[src/vdc_pkg.sv]
// shared constants for the vbi data capture block
package vdc_pkg;

    // register offsets
    localparam logic [7:0] VDC_REQ_ADDR = 8'h0a;
    localparam logic [7:0] VDC_STATUS_ADDR = 8'h10;
    localparam logic [7:0] VDC_CC_LOW_ADDR = 8'h12;
    localparam logic [7:0] VDC_CC_HIGH_ADDR = 8'h13;
    localparam logic [7:0] VDC_EXT_LOW_ADDR = 8'h14;
    localparam logic [7:0] VDC_EXT_HIGH_ADDR = 8'h15;
    localparam logic [7:0] VDC_CW_A_ADDR = 8'h16;
    localparam logic [7:0] VDC_CW_B_ADDR = 8'h17;

    // capture kinds, also the request bit positions
    localparam int VDC_KINDS = 3;
    localparam int VDC_CAPTION_BIT = 0;
    localparam int VDC_EXTENDED_BIT = 1;
    localparam int VDC_COPY_WS_BIT = 2;

    // done flags sit at status bits 7:5, lowest kind at bit 5
    localparam int VDC_DONE_LSB = 5;
    localparam int VDC_OTHER_STATUS_W = 5;

    // reset values
    localparam logic [VDC_KINDS-1:0] VDC_PENDING_RST = 3'h0;
    localparam logic [VDC_KINDS-1:0] VDC_DONE_RST = 3'h7;
    localparam logic [15:0] VDC_RESULT_RST = 16'h0000;
    localparam logic [7:0] VDC_BYTE_RST = 8'h00;

    // vbi line numbers
    localparam int VDC_LINE_W = 10;
    localparam logic [9:0] VDC_CC_LINE = 10'h015;
    localparam logic [9:0] VDC_EXT_LINE = 10'h11c;
    localparam logic [9:0] VDC_CGMS_LINE_A = 10'h014;
    localparam logic [9:0] VDC_CGMS_LINE_B = 10'h11b;
    localparam logic [9:0] VDC_WSS_LINE = 10'h017;

    // sliced word layout
    localparam int VDC_SLICE_W = 20;
    localparam int VDC_CGMS_PAYLOAD_W = 13;
    localparam int VDC_CGMS_CRC_DATA_W = 14;
    localparam int VDC_CGMS_CRC_W = 6;
    localparam logic [5:0] VDC_CRC_POLY = 6'h03;
    localparam logic [5:0] VDC_CRC_INIT = 6'h3f;

endpackage

[src/vdc_vbi_capture.sv]
// Operation
// - request register resets zero; bits 0..2 arm caption, extended, copy/widescreen.
// - writing caption request bit arms a pending wait for caption line.
// - writing extended request bit arms a pending wait for extended line.
// - copy/widescreen request waits for copy data on 525, widescreen on 625.
// - completion flags sit at status bits 7, 6 and 5.
// - caption done sets once pending caption data is decoded.
// - extended done sets once pending extended data is decoded.
// - shared done at status bit 7 sets once copy/widescreen data decoded.
// - caption done reads one after reset, clears on caption request write.
// - extended done reads one after reset, clears on extended request write.
// - copy/widescreen done reads one after reset, clears on its request write.
// - 525 lines: caption line 21, extended 284, copy data 20 and 283.
// - widescreen decoded only on 625-line input, from line 23.
// - copy-management data is accepted only on 525-line input.
// - copy data check code is evaluated and its outcome stored.
// - copy payload delivered to the result registers is 13 bits.
// - caption result low byte at 0x12, high byte at 0x13.
// - extended result low byte at 0x14, high byte at 0x15.
// - copy payload bits 1..6 into 0x16 5:0, bits 7..13 into 0x17 7:1.
// - widescreen bits 0..7 into 0x17, bits 8..13 into 0x16 5:0.
// - results hold until a later completed decode of same kind.
// - copy and widescreen share one result pair, chosen by line standard.
`timescale 1ns/10ps
module vdc_vbi_capture (
    input wire logic sys_clk_i, // 50 MHz system clock
    input wire logic rst_b_i, // asynchronous reset, active low
    input wire logic reg_wr_i, // register write strobe
    input wire logic reg_rd_i, // register read strobe
    input wire logic [7:0] reg_addr_i, // register sub address
    input wire logic [7:0] reg_wdata_i, // register write data
    output logic [7:0] reg_rdata_o, // register read data, one cycle later
    output logic reg_rvalid_o, // read data valid pulse
    input wire logic slice_valid_i, // one sliced vbi line word ready
    input wire logic [vdc_pkg::VDC_LINE_W-1:0] slice_line_i, // line number of word
    input wire logic [vdc_pkg::VDC_SLICE_W-1:0] slice_data_i, // sliced bits, first at 0
    input wire logic line_625_i, // input is a 625-line system
    input wire logic [vdc_pkg::VDC_OTHER_STATUS_W-1:0] other_status_i // status bits 4:0
);
    import vdc_pkg::*;

    logic [VDC_KINDS-1:0] pending;
    logic [VDC_KINDS-1:0] done;
    logic [VDC_KINDS-1:0] hit;
    logic [VDC_KINDS-1:0] req_wr;
    logic [VDC_KINDS-1:0] take;
    logic [15:0] cc_result;
    logic [15:0] ext_result;
    logic [7:0] cw_a;
    logic [7:0] cw_b;
    logic [7:0] next_cw_a;
    logic [7:0] next_cw_b;
    logic crc_ok;
    logic [7:0] next_rdata;

    // serial check code over the first 14 copy bits, first bit shifted in first
    function automatic logic [5:0] vdc_crc_calc(input logic [VDC_CGMS_CRC_DATA_W-1:0] d);
        logic [5:0] c;
        logic fb;
        c = VDC_CRC_INIT;
        fb = 1'b0;
        for (int i = 0; i < VDC_CGMS_CRC_DATA_W; i++) begin
            fb = d[i] ^ c[5];
            c = {c[4:0], 1'b0} ^ (fb ? VDC_CRC_POLY : 6'h00);
        end
        return c;
    endfunction

    // true when a valid word sits on the wanted line; shared by every kind's match
    function automatic logic vdc_on_line(input logic valid,
            input logic [VDC_LINE_W-1:0] ln, input logic [VDC_LINE_W-1:0] want);
        return valid && (ln == want);
    endfunction

    // line match per kind; the standard gates which kinds may match at all
    always_comb begin
        hit[VDC_CAPTION_BIT] = !line_625_i &&
            vdc_on_line(slice_valid_i, slice_line_i, VDC_CC_LINE);
        hit[VDC_EXTENDED_BIT] = !line_625_i &&
            vdc_on_line(slice_valid_i, slice_line_i, VDC_EXT_LINE);
        if (line_625_i) begin
            hit[VDC_COPY_WS_BIT] = vdc_on_line(slice_valid_i, slice_line_i, VDC_WSS_LINE);
        end else begin
            hit[VDC_COPY_WS_BIT] = vdc_on_line(slice_valid_i, slice_line_i, VDC_CGMS_LINE_A) ||
                vdc_on_line(slice_valid_i, slice_line_i, VDC_CGMS_LINE_B);
        end
    end

    // request strobes and capture moments
    always_comb begin
        for (int k = 0; k < VDC_KINDS; k++) begin
            req_wr[k] = reg_wr_i && (reg_addr_i == VDC_REQ_ADDR) && reg_wdata_i[k];
            take[k] = pending[k] && hit[k];
        end
    end

    // pending wait per kind; a capture in the write cycle satisfies that write
    always_ff @(posedge sys_clk_i or negedge rst_b_i) begin
        if (!rst_b_i) begin
            pending <= VDC_PENDING_RST;
        end else begin
            for (int k = 0; k < VDC_KINDS; k++) begin
                if (take[k]) begin
                    pending[k] <= 1'b0;
                end else if (req_wr[k]) begin
                    pending[k] <= 1'b1;
                end
            end
        end
    end

    // done flags; a capture beats a clearing request write
    always_ff @(posedge sys_clk_i or negedge rst_b_i) begin
        if (!rst_b_i) begin
            done <= VDC_DONE_RST;
        end else begin
            for (int k = 0; k < VDC_KINDS; k++) begin
                if (take[k]) begin
                    done[k] <= 1'b1;
                end else if (req_wr[k]) begin
                    done[k] <= 1'b0;
                end
            end
        end
    end

    assign crc_ok = vdc_crc_calc(slice_data_i[VDC_CGMS_CRC_DATA_W-1:0]) ==
        {slice_data_i[14], slice_data_i[15], slice_data_i[16],
         slice_data_i[17], slice_data_i[18], slice_data_i[19]};

    // copy or widescreen byte layout, picked by the standard
    always_comb begin
        next_cw_a = VDC_BYTE_RST;
        next_cw_b = VDC_BYTE_RST;
        if (line_625_i) begin
            next_cw_b = slice_data_i[7:0];
            next_cw_a[5:0] = slice_data_i[13:8];
        end else begin
            for (int i = 0; i < 6; i++) begin
                next_cw_a[5-i] = slice_data_i[i];
            end
            for (int j = 0; j < VDC_CGMS_PAYLOAD_W - 6; j++) begin
                next_cw_b[7-j] = slice_data_i[6+j];
            end
            // check outcome in the last slot
            next_cw_b[0] = crc_ok;
        end
    end

    // caption and extended results; hold until next capture of that kind
    always_ff @(posedge sys_clk_i or negedge rst_b_i) begin
        if (!rst_b_i) begin
            cc_result <= VDC_RESULT_RST;
            ext_result <= VDC_RESULT_RST;
        end else begin
            if (take[VDC_CAPTION_BIT]) begin
                cc_result <= slice_data_i[15:0];
            end
            if (take[VDC_EXTENDED_BIT]) begin
                ext_result <= slice_data_i[15:0];
            end
        end
    end

    // shared copy / widescreen pair
    always_ff @(posedge sys_clk_i or negedge rst_b_i) begin
        if (!rst_b_i) begin
            cw_a <= VDC_BYTE_RST;
            cw_b <= VDC_BYTE_RST;
        end else if (take[VDC_COPY_WS_BIT]) begin
            cw_a <= next_cw_a;
            cw_b <= next_cw_b;
        end
    end

    // read mux; the request register is write only and reads zero
    always_comb begin
        case (reg_addr_i)
            VDC_STATUS_ADDR: next_rdata = {done, other_status_i};
            VDC_CC_LOW_ADDR: next_rdata = cc_result[7:0];
            VDC_CC_HIGH_ADDR: next_rdata = cc_result[15:8];
            VDC_EXT_LOW_ADDR: next_rdata = ext_result[7:0];
            VDC_EXT_HIGH_ADDR: next_rdata = ext_result[15:8];
            VDC_CW_A_ADDR: next_rdata = cw_a;
            VDC_CW_B_ADDR: next_rdata = cw_b;
            default: next_rdata = VDC_BYTE_RST;
        endcase
    end

    // registered read answer so the port comes straight from a flop
    always_ff @(posedge sys_clk_i or negedge rst_b_i) begin
        if (!rst_b_i) begin
            reg_rdata_o <= VDC_BYTE_RST;
            reg_rvalid_o <= 1'b0;
        end else begin
            reg_rvalid_o <= reg_rd_i;
            if (reg_rd_i) begin
                reg_rdata_o <= next_rdata;
            end
        end
    end
endmodule

[config.mk]
export PLATFORM = sky130hd
export DESIGN_NAME = vdc_vbi_capture
export DESIGN_NICKNAME = d
export VERILOG_FILES = /design/src/vdc_pkg.sv /design/src/vdc_vbi_capture.sv
export SDC_FILE = /design/constraint.sdc
export NUM_CORES = 1
export LEC_CHECK = 0
export BUFFER_PORTS_ARGS = -buffer_cell sky130_fd_sc_hd__buf_2
export CORE_AREA = 3 3 82 84
export CTS_CLUSTER_DIAMETER = 50
export CTS_CLUSTER_SIZE = 10
export DETAILED_ROUTE_END_ITERATION = 8
export DIE_AREA = 0 0 85 87
export PLACE_DENSITY = 0.81
export SLEW_MARGIN = 20
export SYNTH_ARGS = -nofsm -noshare
export SYNTH_HDL_FRONTEND = slang
export SYNTH_SLANG_ARGS = --single-unit
[constraint.sdc]
create_clock -name sys_clk_i -period 1.9 [get_ports sys_clk_i]
set_input_delay 0 -clock sys_clk_i [delete_from_list [all_inputs] [get_ports sys_clk_i]]
set_output_delay 0 -clock sys_clk_i [all_outputs]
set_load 0.02 [all_outputs]
After elaboration in Yosys (flattened, before gate mapping)
Index checks and enable logic that the tools add are counted.

Eq/ne operators: 14. Mux-type cells: 30. Bitwise gates (word level): 27. Reductions and logical operators: 19.

Operators with widths (number): $xor A6 B2 Y6 (13); $eq A8 B5 Y1 const B (7); $pmux W8 S7 (1); $eq A10 B5 Y1 const B (3); $mux W2 (14); $eq A10 B9 Y1 const B (2); $logic_and A1 B1 Y1 (14); $mux W1 (13); $xor A1 B1 Y1 (13); $eq A8 B4 Y1 const B (1); $mux W8 (1); $eq A6 B6 Y1 (1); $mux W6 (1); $reduce_bool A2 Y1 (3); $not A1 Y5 (1); $logic_not A1 Y1 (1); $logic_or A1 B1 Y1 (1).

Flip-flop bits (word level): 61. Bits of input ports: 57. Word-level logic and storage cells: 102.

Depth between registers and ports, before layout
Gate-level depths: netlist (run 1).

Depth in word-level cells: 43. Depth in mapped cells: 7.

Worst setup path before layout (run 1)
Ideal clock, no wire load.

Path type: input-to-reg. From: input slice_line_i[0] (netlist bit). To: register cw_b[1]. Arrival: 1.523 ns. Slack: 0.252 ns. Cell stages on the path: 6. Buffers on the path: 1. Cells stage by stage: or4_1 > mux2i_1 > nand2_1 > a21oi_2 > buf_6 > mux2_2.

Cells in the longest elaborated chain, start to end: 5. Elaborated cells on any way between the ends: 9.

RTL lines: start: declaration (RTL line vdc_vbi_capture.sv:35) `input wire logic [vdc_pkg::VDC_LINE_W-1:0] slice_line_i,`; $eq A10 B5 Y1 or $eq A10 B9 Y1 (tied branches) (RTL line vdc_vbi_capture.sv:72) `return valid && (ln == want);`; $logic_and A1 B1 Y1 (RTL line vdc_vbi_capture.sv:72); $logic_or A1 B1 Y1 (RTL line vdc_vbi_capture.sv:84) `hit[VDC_COPY_WS_BIT] = vdc_on_line(slice_valid_i, slice_line_i, VDC_CGMS_LINE_A) ||`; $mux W1 (*) (RTL line vdc_vbi_capture.sv:81) `if (line_625_i) begin`; $logic_and A1 B1 Y1 (*) (RTL line vdc_vbi_capture.sv:93) `take[k] = pending[k] && hit[k];`; end signal: assignment (RTL line vdc_vbi_capture.sv:172) `cw_b <= next_cw_b;`; end: declaration (RTL line vdc_vbi_capture.sv:50) `logic [7:0] cw_b;`.

Every way passes the cells marked *; elsewhere a longest branch is shown, timed or not. A chain may end at the register's enable or synchronous reset.

Worst setup path after layout (run 1)
From: input slice_data_i[11] (netlist bit). To: register cw_b[0].

Cells in the longest elaborated chain, start to end: 7.

RTL lines: start: declaration (RTL line vdc_vbi_capture.sv:36) `input wire logic [vdc_pkg::VDC_SLICE_W-1:0] slice_data_i,`; $xor A1 B1 Y1 (RTL line vdc_vbi_capture.sv:63) `fb = d[i] ^ c[5];`; $mux W2 (RTL line vdc_vbi_capture.sv:64) `c = {c[4:0], 1'b0} ^ (fb ? VDC_CRC_POLY : 6'h00);`; $xor A6 B2 Y6 (3 in a row) (RTL line vdc_vbi_capture.sv:64); $eq A6 B6 Y1 (RTL line vdc_vbi_capture.sv:127) `assign crc_ok = vdc_crc_calc(slice_data_i[VDC_CGMS_CRC_DATA_W-1:0]) ==`; $mux W8 (RTL line vdc_vbi_capture.sv:135) `if (line_625_i) begin`.

No other way between the ends.

==> results.toml, run 1 <==
[outcome]
status = "finished, final reports clean"

[worst_setup_path]
path_class = "in -> reg"
worstPathArrival_ns = 1.90
critPathMaxFanout = 5
path_cells = "dlygate4sd3_1 > buf_2 > xnor2_1 > xnor2_1 > or3_1 > a221oi_2 > o32a_1"
crit_top_cell = "xnor2_1"
cp.required_ns = 2.17
crit_path_end_kind = "register"
cpPeakStageDelay_ns = 0.53
slowest_stage = "dlygate4sd3_1"
cp-start-kind = "input pin"

[clocking]
cts_hold_buf = 11
clock-sinks = 61
cts_resized = 0
clk_path_buf_depth = 2
path_clk_slew_ns = 0.06
cts_htree_levels = 3
clk_latency_ns = 0.33
post-cts-setup-buffers = 0
cts_tree = "yes"
cts_buffers = 9
cts_root_buffer = "clkbuf_8"

[timing]
rsz0062_at_grt = "false"
min_period_ns = 1.628
hold_viol = 0
finalSetupViolations = 0
fmax_mhz = 614.1
slew_violations = 0
setup_tns_ns = 0
maxSlewHeadroom_pct = 49.09
worst_slew_pin_slew_ns = 0.7637
min_period_over_period_pct = 85.70
clock_skew_ns = 0.007762

[routing]
first_pass_iters = 4
viasPerCell = 5.771
totalWireLength_um = 7513
vias = 2424
drc_errors = 0
initialDrtViolationCount = 199
ant_nets = 0
wl_per_cell_um = 17.89

[logic_synthesis]
ys_types = 46
syn_inst = 265
synth_flop_cell = "dfrtp_1"
yosysTopAreaCellShare_pct = 43.86
ys_seq_area_share_pct = 46.24
postSynth.asyncResetShare_pct = 100.0
ys_ff_latch = 61
synthTopCellsByArea = "dfrtp_1, mux2_2, mux2i_1"
syn_nets = 322
synth.avg_cell_area_um2 = 12.49
yosysTopAreaCell = "dfrtp_1"
synth_edf_count = 0
synth.yosys.warnings = 0
synth.cell_area_um2 = 3309

[power]
pwr-share-comb_pct = 13.6
p_leak_nw = 1.944
powerDensity_nw_per_um2 = 676.7
pwr-share-clk_pct = 37.7
finalPower_w = 0.002697
switching_share_pct = 24.64
internal-power_w = 0.002032
p_sw_w = 0.0006646
vdd_drop_max_v = 0.0003446
seqPwrFrac_pct = 48.6

[floorplan]
fp.dieH_um = 87
fp-row-count = 28
core-area_um2 = 5991
die_w_um = 85
pin_count = 66
die-area_um2 = 7395
start_util_pct = 55.24

[flow_run]
cap_violations = 0

[final_layout]
stdcell_area_um2 = 3985
post_route_cells_drive_above_1_share_pct = 45.80
seq_area_um2 = 1530
nNetsFinal = 397
n_fill_cell = 454
fin_util_pct = 66.52
diodes = 0
area_growth_pct = 20.42
multi_input_area_um2 = 1687

[global_routing]
grt.overflow.total = 0
antenna_found_initial = 0
grt_max_degree = 62
grt_pass1_vias = 2449
grt_pass1_wl_um = 12310
grt.total_usage_pct = 21.64

[placed_design]
place_congestion = 0.7761
portBuffers = 60
place_area_um2 = 3702
dp_hpwl_um = 5209

[hold_path]
hp-class = "in -> reg"
==> metrics by stage <==
step                hold slack, ns  setup WS, ns  cells
floorplan                  -0.2956        0.2522    265
global placement            0.2008        0.1780    393
detailed placement          0.2051        0.1114    393
CTS                      0.0002158        0.2768    420
global route               0.01673        0.2168    420
finish                     0.01227        0.2716    420
==> worst max-delay path: cells and delay by family <==
family	cells	cell delay [ns]
and+or+nand+nor	1	0.38
buffers and inverters	2	0.69
AOI/OAI and AO/OA	2	0.51
xor gates and xnor gates	2	0.33
==> logic make-up (layout without fill, tap and decap cells) <==
kind of cell | Yosys count | count (layout) | synth area share (%)
mux | 76 | 76 | 26.54
xor+xnor | 18 | 18 | 8.129
compound gates | 41 | 41 | 8.317
simple gates | 47 | 47 | 7.977
buf+inv | 22 | 102 | 2.797
flops | 61 | 61 | 46.24
==> metal layers <==
metal  vias to the layer above  track usage, %  wire length [um]
met3                         9           4.352               384
met4                         0           7.338                80
met1                      1227           29.83              3380
met5                         -               0                 0
met2                        63           34.46              3668
li1                       1125               -                 -
==> power groups by stage <==
stage / logic (W) / clock network (W) / registers (W)
CTS: 0.000368 / 0.00104 / 0.00131
global placement: 0.000339 / 0 / 0.00133
floorplan: 0.000201 / 0 / 0.00134
global route: 0.000397 / 0.00109 / 0.00131
detailed placement: 0.000349 / 0 / 0.00133
finish: 0.000368 / 0.00102 / 0.00131
==> cells in the mapped netlist, types with 2 or more instances <==
cell type,instances
a21o_1,3
a21oi_1,5
a22oi_1,7
and2_1,2
buf_1,4
buf_2,2
clkbuf_1,6
dfrtp_1,58
dfstp_2,3
inv_1,9
mux2_2,64
mux2i_1,9
mux4_2,3
nand2_1,15
nand3_1,5
nand3b_1,2
nand4_1,2
nor2_1,7
nor2b_1,2
o21ai_0,9
o22ai_1,10
or3_1,3
xnor2_1,7
xnor3_1,4
xor2_1,3
==> layout by cell type, fill, tap and decap left out, types with 2 or more instances in the layout <==
cell           count
o22ai_1           10
a21oi_1            5
clkbuf_8          11
dfstp_2            3
nand2_1           15
a22oi_1            7
xnor3_1            4
nand3b_1           2
buf_2             60
dfrtp_1           58
o21ai_0            9
mux2_2            64
clkinv_2           2
mux2i_1            9
or3_1              3
nor2_1             7
clkbuf_1           3
inv_1              9
xor2_1             3
nand3_1            5
buf_4              5
nor2b_1            2
xnor2_1            7
and2_1             2
nand4_1            2
a21o_1             3
mux4_2             3
dlygate4sd3_1     11
==> sequential cells by signal, indices dropped and copies added (netlist names) <==
register and cells:
reg_rdata_o 8, cw_a 6, reg_rvalid_o 1, cw_b 8, pending 3, cc_result 16
ext_result 16, done 3
==> worst paths after layout <==
kind	slack [ns]	startpoint	to	cells past startpoint
worst min-delay path	0.01	slice_data_i[1]	cc_result[1]$_DFFE_PN0P_	2
max in group asynchronous	1.03	rst_b_i	ext_result[15]$_DFFE_PN0P_	3
min in group asynchronous	0.34	rst_b_i	reg_rdata_o[1]$_DFFE_PN0P_	3
worst max-delay path	0.27	slice_data_i[11]	cw_b[0]$_DFFE_PN0P_	7
worst min register to register	0.50	cw_b[1]$_DFFE_PN0P_	cw_b[1]$_DFFE_PN0P_	1
worst max register to register	0.43	pending[1]$_DFFE_PN0P_	ext_result[12]$_DFFE_PN0P_	4
==> area by class of cell <==
cell class	count	area share, %
multi-input combinational	182	42.32
inverter	9	0.8477
tap	75	2.355
timing repair buffer	77	11.74
clock buffer	14	4.082
clock inverter	2	0.2512
sequential	61	38.40
(Power assumes the default switching activity.)
==> run 2, diff against run 1 <==
PLACE_DENSITY = 0.83   (was 0.81)
==> results.toml, run 2 (synthesis gave the netlist of run 1 again) <==
[placed_design]
dp_hpwl_um = 5514
place_area_um2 = 3710
place_congestion = 0.7766
portBuffers = 60
dp.cells = 394

[timing]
min_period_ns = 1.763
setup_tns_ns = 0
slew_violations = 0
rsz0062_at_grt = "false"
maxSlewHeadroom_pct = 56.88
worst_slew_pin_slew_ns = 0.6468
min_period_over_period_pct = 92.79
finalSetupViolations = 0
clock_skew_ns = 0.006776
hold_viol = 0
fmax_mhz = 567.2

[final_layout]
n_fill_cell = 430
seq_area_um2 = 1530
area_growth_pct = 22.34
diodes = 0
stdcell_area_um2 = 4049
final_cell_mix = "mux2_2, buf_2, dfrtp_1"
final_common_cell = "mux2_2"
multi_input_area_um2 = 1687
reg_top3 = "cc_result: 16 flops, ext_result: 16 flops"
stdcell_count = 423
nNetsFinal = 400
post_route_cells_drive_above_1_share_pct = 45.98

[worst_setup_path]
path_class = "in -> reg"
crit_path_end_kind = "register"
worstPathArrival_ns = 2.04
cp.required_ns = 2.17
critPathMaxFanout = 6
cp-start-kind = "input pin"
reg2reg_slack_ns = 0.45

[clocking]
cts_htree_levels = 3
clk_latency_ns = 0.34
cts_root_buffer = "clkbuf_8"
clk_path_buf_depth = 2
path_clk_slew_ns = 0.07
cts_tree = "yes"
clock-sinks = 61
cts_buffers = 9
post-cts-setup-buffers = 0

[global_routing]
antenna_found_initial = 0
grt_max_degree = 37
grt_pass1_wl_um = 12900
grt.overflow.total = 0
grt_pass1_vias = 2548
grt.total_usage_pct = 22.92

[routing]
ant_nets = 0
totalWireLength_um = 7897
wl_per_cell_um = 18.67
viasPerCell = 5.749
initialDrtViolationCount = 200
first_pass_iters = 4
vias = 2432
drc_errors = 0

[floorplan]
fp.dieH_um = 87
pin_count = 66
fp-row-count = 28
die_w_um = 85
die-area_um2 = 7395
core-area_um2 = 5991
start_util_pct = 55.24

[power]
powerDensity_nw_per_um2 = 718.2
vdd_drop_max_v = 0.0004986
p_leak_nw = 1.977

[outcome]
status = "finished, final reports clean"

[hold_path]
hp-class = "in -> reg"

[flow_run]
cap_violations = 0
-- run 2: layout make-up --
type,instances,area share [%]
Timing Repair Buffer,80,12.30
Clock buffer,11,3.245
Clock inverter,5,1.854
Inverter,9,0.8344
Multi-Input combinational cell,182,41.66
Sequential cell,61,37.79
Tap cell,75,2.318
-- run 2: worst max-delay path, stage by stage --
cell and delay, ns:
dlygate4sd3_1 0.52, buf_2 0.17, xnor3_1 0.43, xnor2_1 0.15
or3_4 0.33, a221oi_2 0.26, o32a_1 0.18
-- run 2: what timing repair did --
item	CTS	global route
resized for setup	0	1
endpoints found under the hold margin	51	0
hold buffers	13	0
setup endpoints to repair	0	1
-- run 2: final timing paths --
kind	startpoint	end	cells past startpoint
max	slice_data_i[1]	cw_b[0]$_DFFE_PN0P_	7
min	slice_data_i[9]	cc_result[9]$_DFFE_PN0P_	2
max reg2reg	pending[1]$_DFFE_PN0P_	ext_result[14]$_DFFE_PN0P_	4
min reg2reg	cc_result[8]$_DFFE_PN0P_	cc_result[8]$_DFFE_PN0P_	1
max in group asynchronous	rst_b_i	cw_b[7]$_DFFE_PN0P_	3
min in group asynchronous	rst_b_i	reg_rdata_o[1]$_DFFE_PN0P_	2
-- run 2: per-stage QoR --
stage	utilization [%]	setup slack [ns]	hold slack, ns	power [W]
finish	67.59	0.1370	0.01730	0.002908
global route	67.59	0.03699	0.009861	0.003015
CTS	67.54	0.02925	0.003322	0.002923
detailed placement	61.93	0.1710	0.05762	0.001689
global placement	61.93	0.2068	0.04411	0.001679
floorplan	-	0.2522	-0.2956	0.001537
-- run 2: routing by layer --
layer | vias up | part of all wire, % | GRT usage [%]
met1 | 1211 | 42 | 29.96
met5 | - | 0 | 0
met2 | 81 | 50 | 38.14
met3 | 13 | 5.9 | 3.595
met4 | 0 | 2.0 | 9.640
li1 | 1127 | - | -
-- run 2: power by group --
part           switching (W)  internal, W  leakage, nW
registers         0.00000395      0.00131        0.833
logic               0.000188     0.000191         1.04
clock network       0.000486     0.000732        0.107
==> run 3, diff against run 2 <==
--- a/config.mk
+++ b/config.mk
@@ -7,10 +7,12 @@
 export LEC_CHECK = 0
 export BUFFER_PORTS_ARGS = -buffer_cell sky130_fd_sc_hd__buf_2
-export CORE_AREA = 3 3 82 84
+export CELL_PAD_IN_SITES_DETAIL_PLACEMENT = 1
+export CELL_PAD_IN_SITES_GLOBAL_PLACEMENT = 2
+export CORE_AREA = 3 3 99 101
 export CTS_CLUSTER_DIAMETER = 50
 export CTS_CLUSTER_SIZE = 10
 export DETAILED_ROUTE_END_ITERATION = 8
-export DIE_AREA = 0 0 85 87
-export PLACE_DENSITY = 0.83
+export DIE_AREA = 0 0 102 104
+export PLACE_DENSITY = 0.84
 export SLEW_MARGIN = 20
 export SYNTH_ARGS = -nofsm -noshare
==> constraint.sdc (replaced) <==
create_clock -name sys_clk_i -period 1.9 [get_ports sys_clk_i]
set_input_delay 0 -clock sys_clk_i [delete_from_list [all_inputs] [get_ports sys_clk_i]]
set_output_delay 0 -clock sys_clk_i [all_outputs]
set_load 0.005 [all_outputs]
==> results.toml, run 3 (synthesis gave the netlist of run 1 again) <==
[worst_setup_path]
slowest_stage = "dlygate4sd3_1"
path_buf_inv = 2
cp-start-kind = "input pin"
crit_path_end_kind = "register"
cpPeakStageDelay_ns = 0.52
path_class = "in -> reg"
worstPathArrival_ns = 1.81
cp.required_ns = 2.18
path_delay_family = "buffers and inverters"
critPathMaxFanout = 3
path_cells = "dlygate4sd3_1 > buf_2 > xnor3_1 > xnor2_1 > or3_1 > a221oi_2 > o32a_1"

[floorplan]
die_w_um = 102
fp.dieH_um = 104
die-area_um2 = 10610
start_util_pct = 36.33
fp-row-count = 35
pin_count = 66
core-area_um2 = 9109

[hold_path]
hp-class = "in -> reg"

[power]
powerDensity_nw_per_um2 = 720.8
p_leak_nw = 1.971
vdd_drop_max_v = 0.0002497

[clocking]
cts_htree_levels = 3
clock-sinks = 61
cts_tree = "yes"
cts_buffers = 9
cts_root_buffer = "clkbuf_8"
cts_resized = 0
post-cts-setup-buffers = 0
path_clk_slew_ns = 0.07
clk_path_buf_depth = 2
clk_latency_ns = 0.35
cts_hold_buf = 10

[routing]
ant_nets = 0
drc_errors = 0
vias = 2401
first_pass_iters = 4
wl_per_cell_um = 18.62
viasPerCell = 5.289
totalWireLength_um = 8454
initialDrtViolationCount = 91

[flow_run]
cap_violations = 0

[global_routing]
antenna_found_initial = 0
grt_max_degree = 62
grt_pass1_vias = 2602
grt.total_usage_pct = 16.77
grt.overflow.total = 0
grt_pass1_wl_um = 13740

[final_layout]
post_route_cells_drive_above_1_share_pct = 46.65
diodes = 0
final_cell_mix = "mux2_2, buf_2, dfrtp_1"
area_growth_pct = 23.82
stdcell_count = 454
stdcell_area_um2 = 4098
final_common_cell = "mux2_2"
nNetsFinal = 396
reg_top3 = "cc_result: 16 flops, ext_result: 16 flops"
n_fill_cell = 1000
fin_util_pct = 44.99

[placed_design]
dp.cells = 429
dp_hpwl_um = 5922
portBuffers = 60
place_area_um2 = 3785
place_congestion = 0.7516

[timing]
hold_viol = 0
finalSetupViolations = 0
maxSlewHeadroom_pct = 64.90
setup_tns_ns = 0
fmax_mhz = 656.1
slew_violations = 0
worst_slew_pin_slew_ns = 0.5265
min_period_ns = 1.524
min_period_over_period_pct = 80.22
rsz0062_at_grt = "false"
clock_skew_ns = 0.007210

[outcome]
status = "finished, final reports clean"
## run 3: cell type report
cell class | instances | area (um^2) | area share, %
Multi-Input combinational cell | 182 | 1687 | 41.16
Tap cell | 111 | 138.9 | 3.389
Clock inverter | 5 | 75.07 | 1.832
Timing Repair Buffer | 76 | 495.5 | 12.09
Clock buffer | 10 | 137.6 | 3.359
Sequential cell | 61 | 1530 | 37.34
Inverter | 9 | 33.78 | 0.8244
## run 3: through the flow
step,total power [W],worst slack [ns],hold slack (ns)
6_report,0.002953,0.3759,0.002415
5_1_grt,0.003066,0.3064,0.01513
4_1_cts,0.002975,0.3630,0.0004286
3_5_place_dp,0.001699,0.1179,0.03578
3_3_place_gp,0.001687,0.1531,0.03401
2_1_floorplan,0.001535,0.2522,-0.2956
## run 3: report_power, final
group	switching [W]	internal [W]	total (W)
registers	0.00000424	0.00131	0.00131
logic	0.000190	0.000186	0.000376
clock network	0.000507	0.000760	0.00127
total	0.000701	0.00225	0.00295
## run 3: worst register-to-register path: stages, from the launching register on
cell and delay, ns:
dfrtp_1 0.39, mux2i_1 0.19, o21ai_0 0.13, a221oi_1 0.48
o22ai_1 0.12
## run 3: path summary, 6_finish.rpt
path	start	end	slack, ns	depth (start not counted)
min	slice_data_i[1]	ext_result[1]$_DFFE_PN0P_	0.002	2
max reg2reg	cw_a[5]$_DFFE_PN0P_	reg_rdata_o[5]$_DFFE_PN0P_	0.46	4
max in group asynchronous	rst_b_i	done[0]$_DFFE_PN1P_	1.40	3
max	slice_data_i[15]	cw_b[0]$_DFFE_PN0P_	0.38	7
min reg2reg	cw_b[0]$_DFFE_PN0P_	cw_b[0]$_DFFE_PN0P_	0.50	1
min in group asynchronous	rst_b_i	reg_rdata_o[2]$_DFFE_PN0P_	0.19	3
## run 3: layer usage
metal,GRT usage [%],part of all wire [%]
met5,0,0
met1,23.13,45
met2,26.28,48
met4,6.748,1.9
met3,2.414,4.4
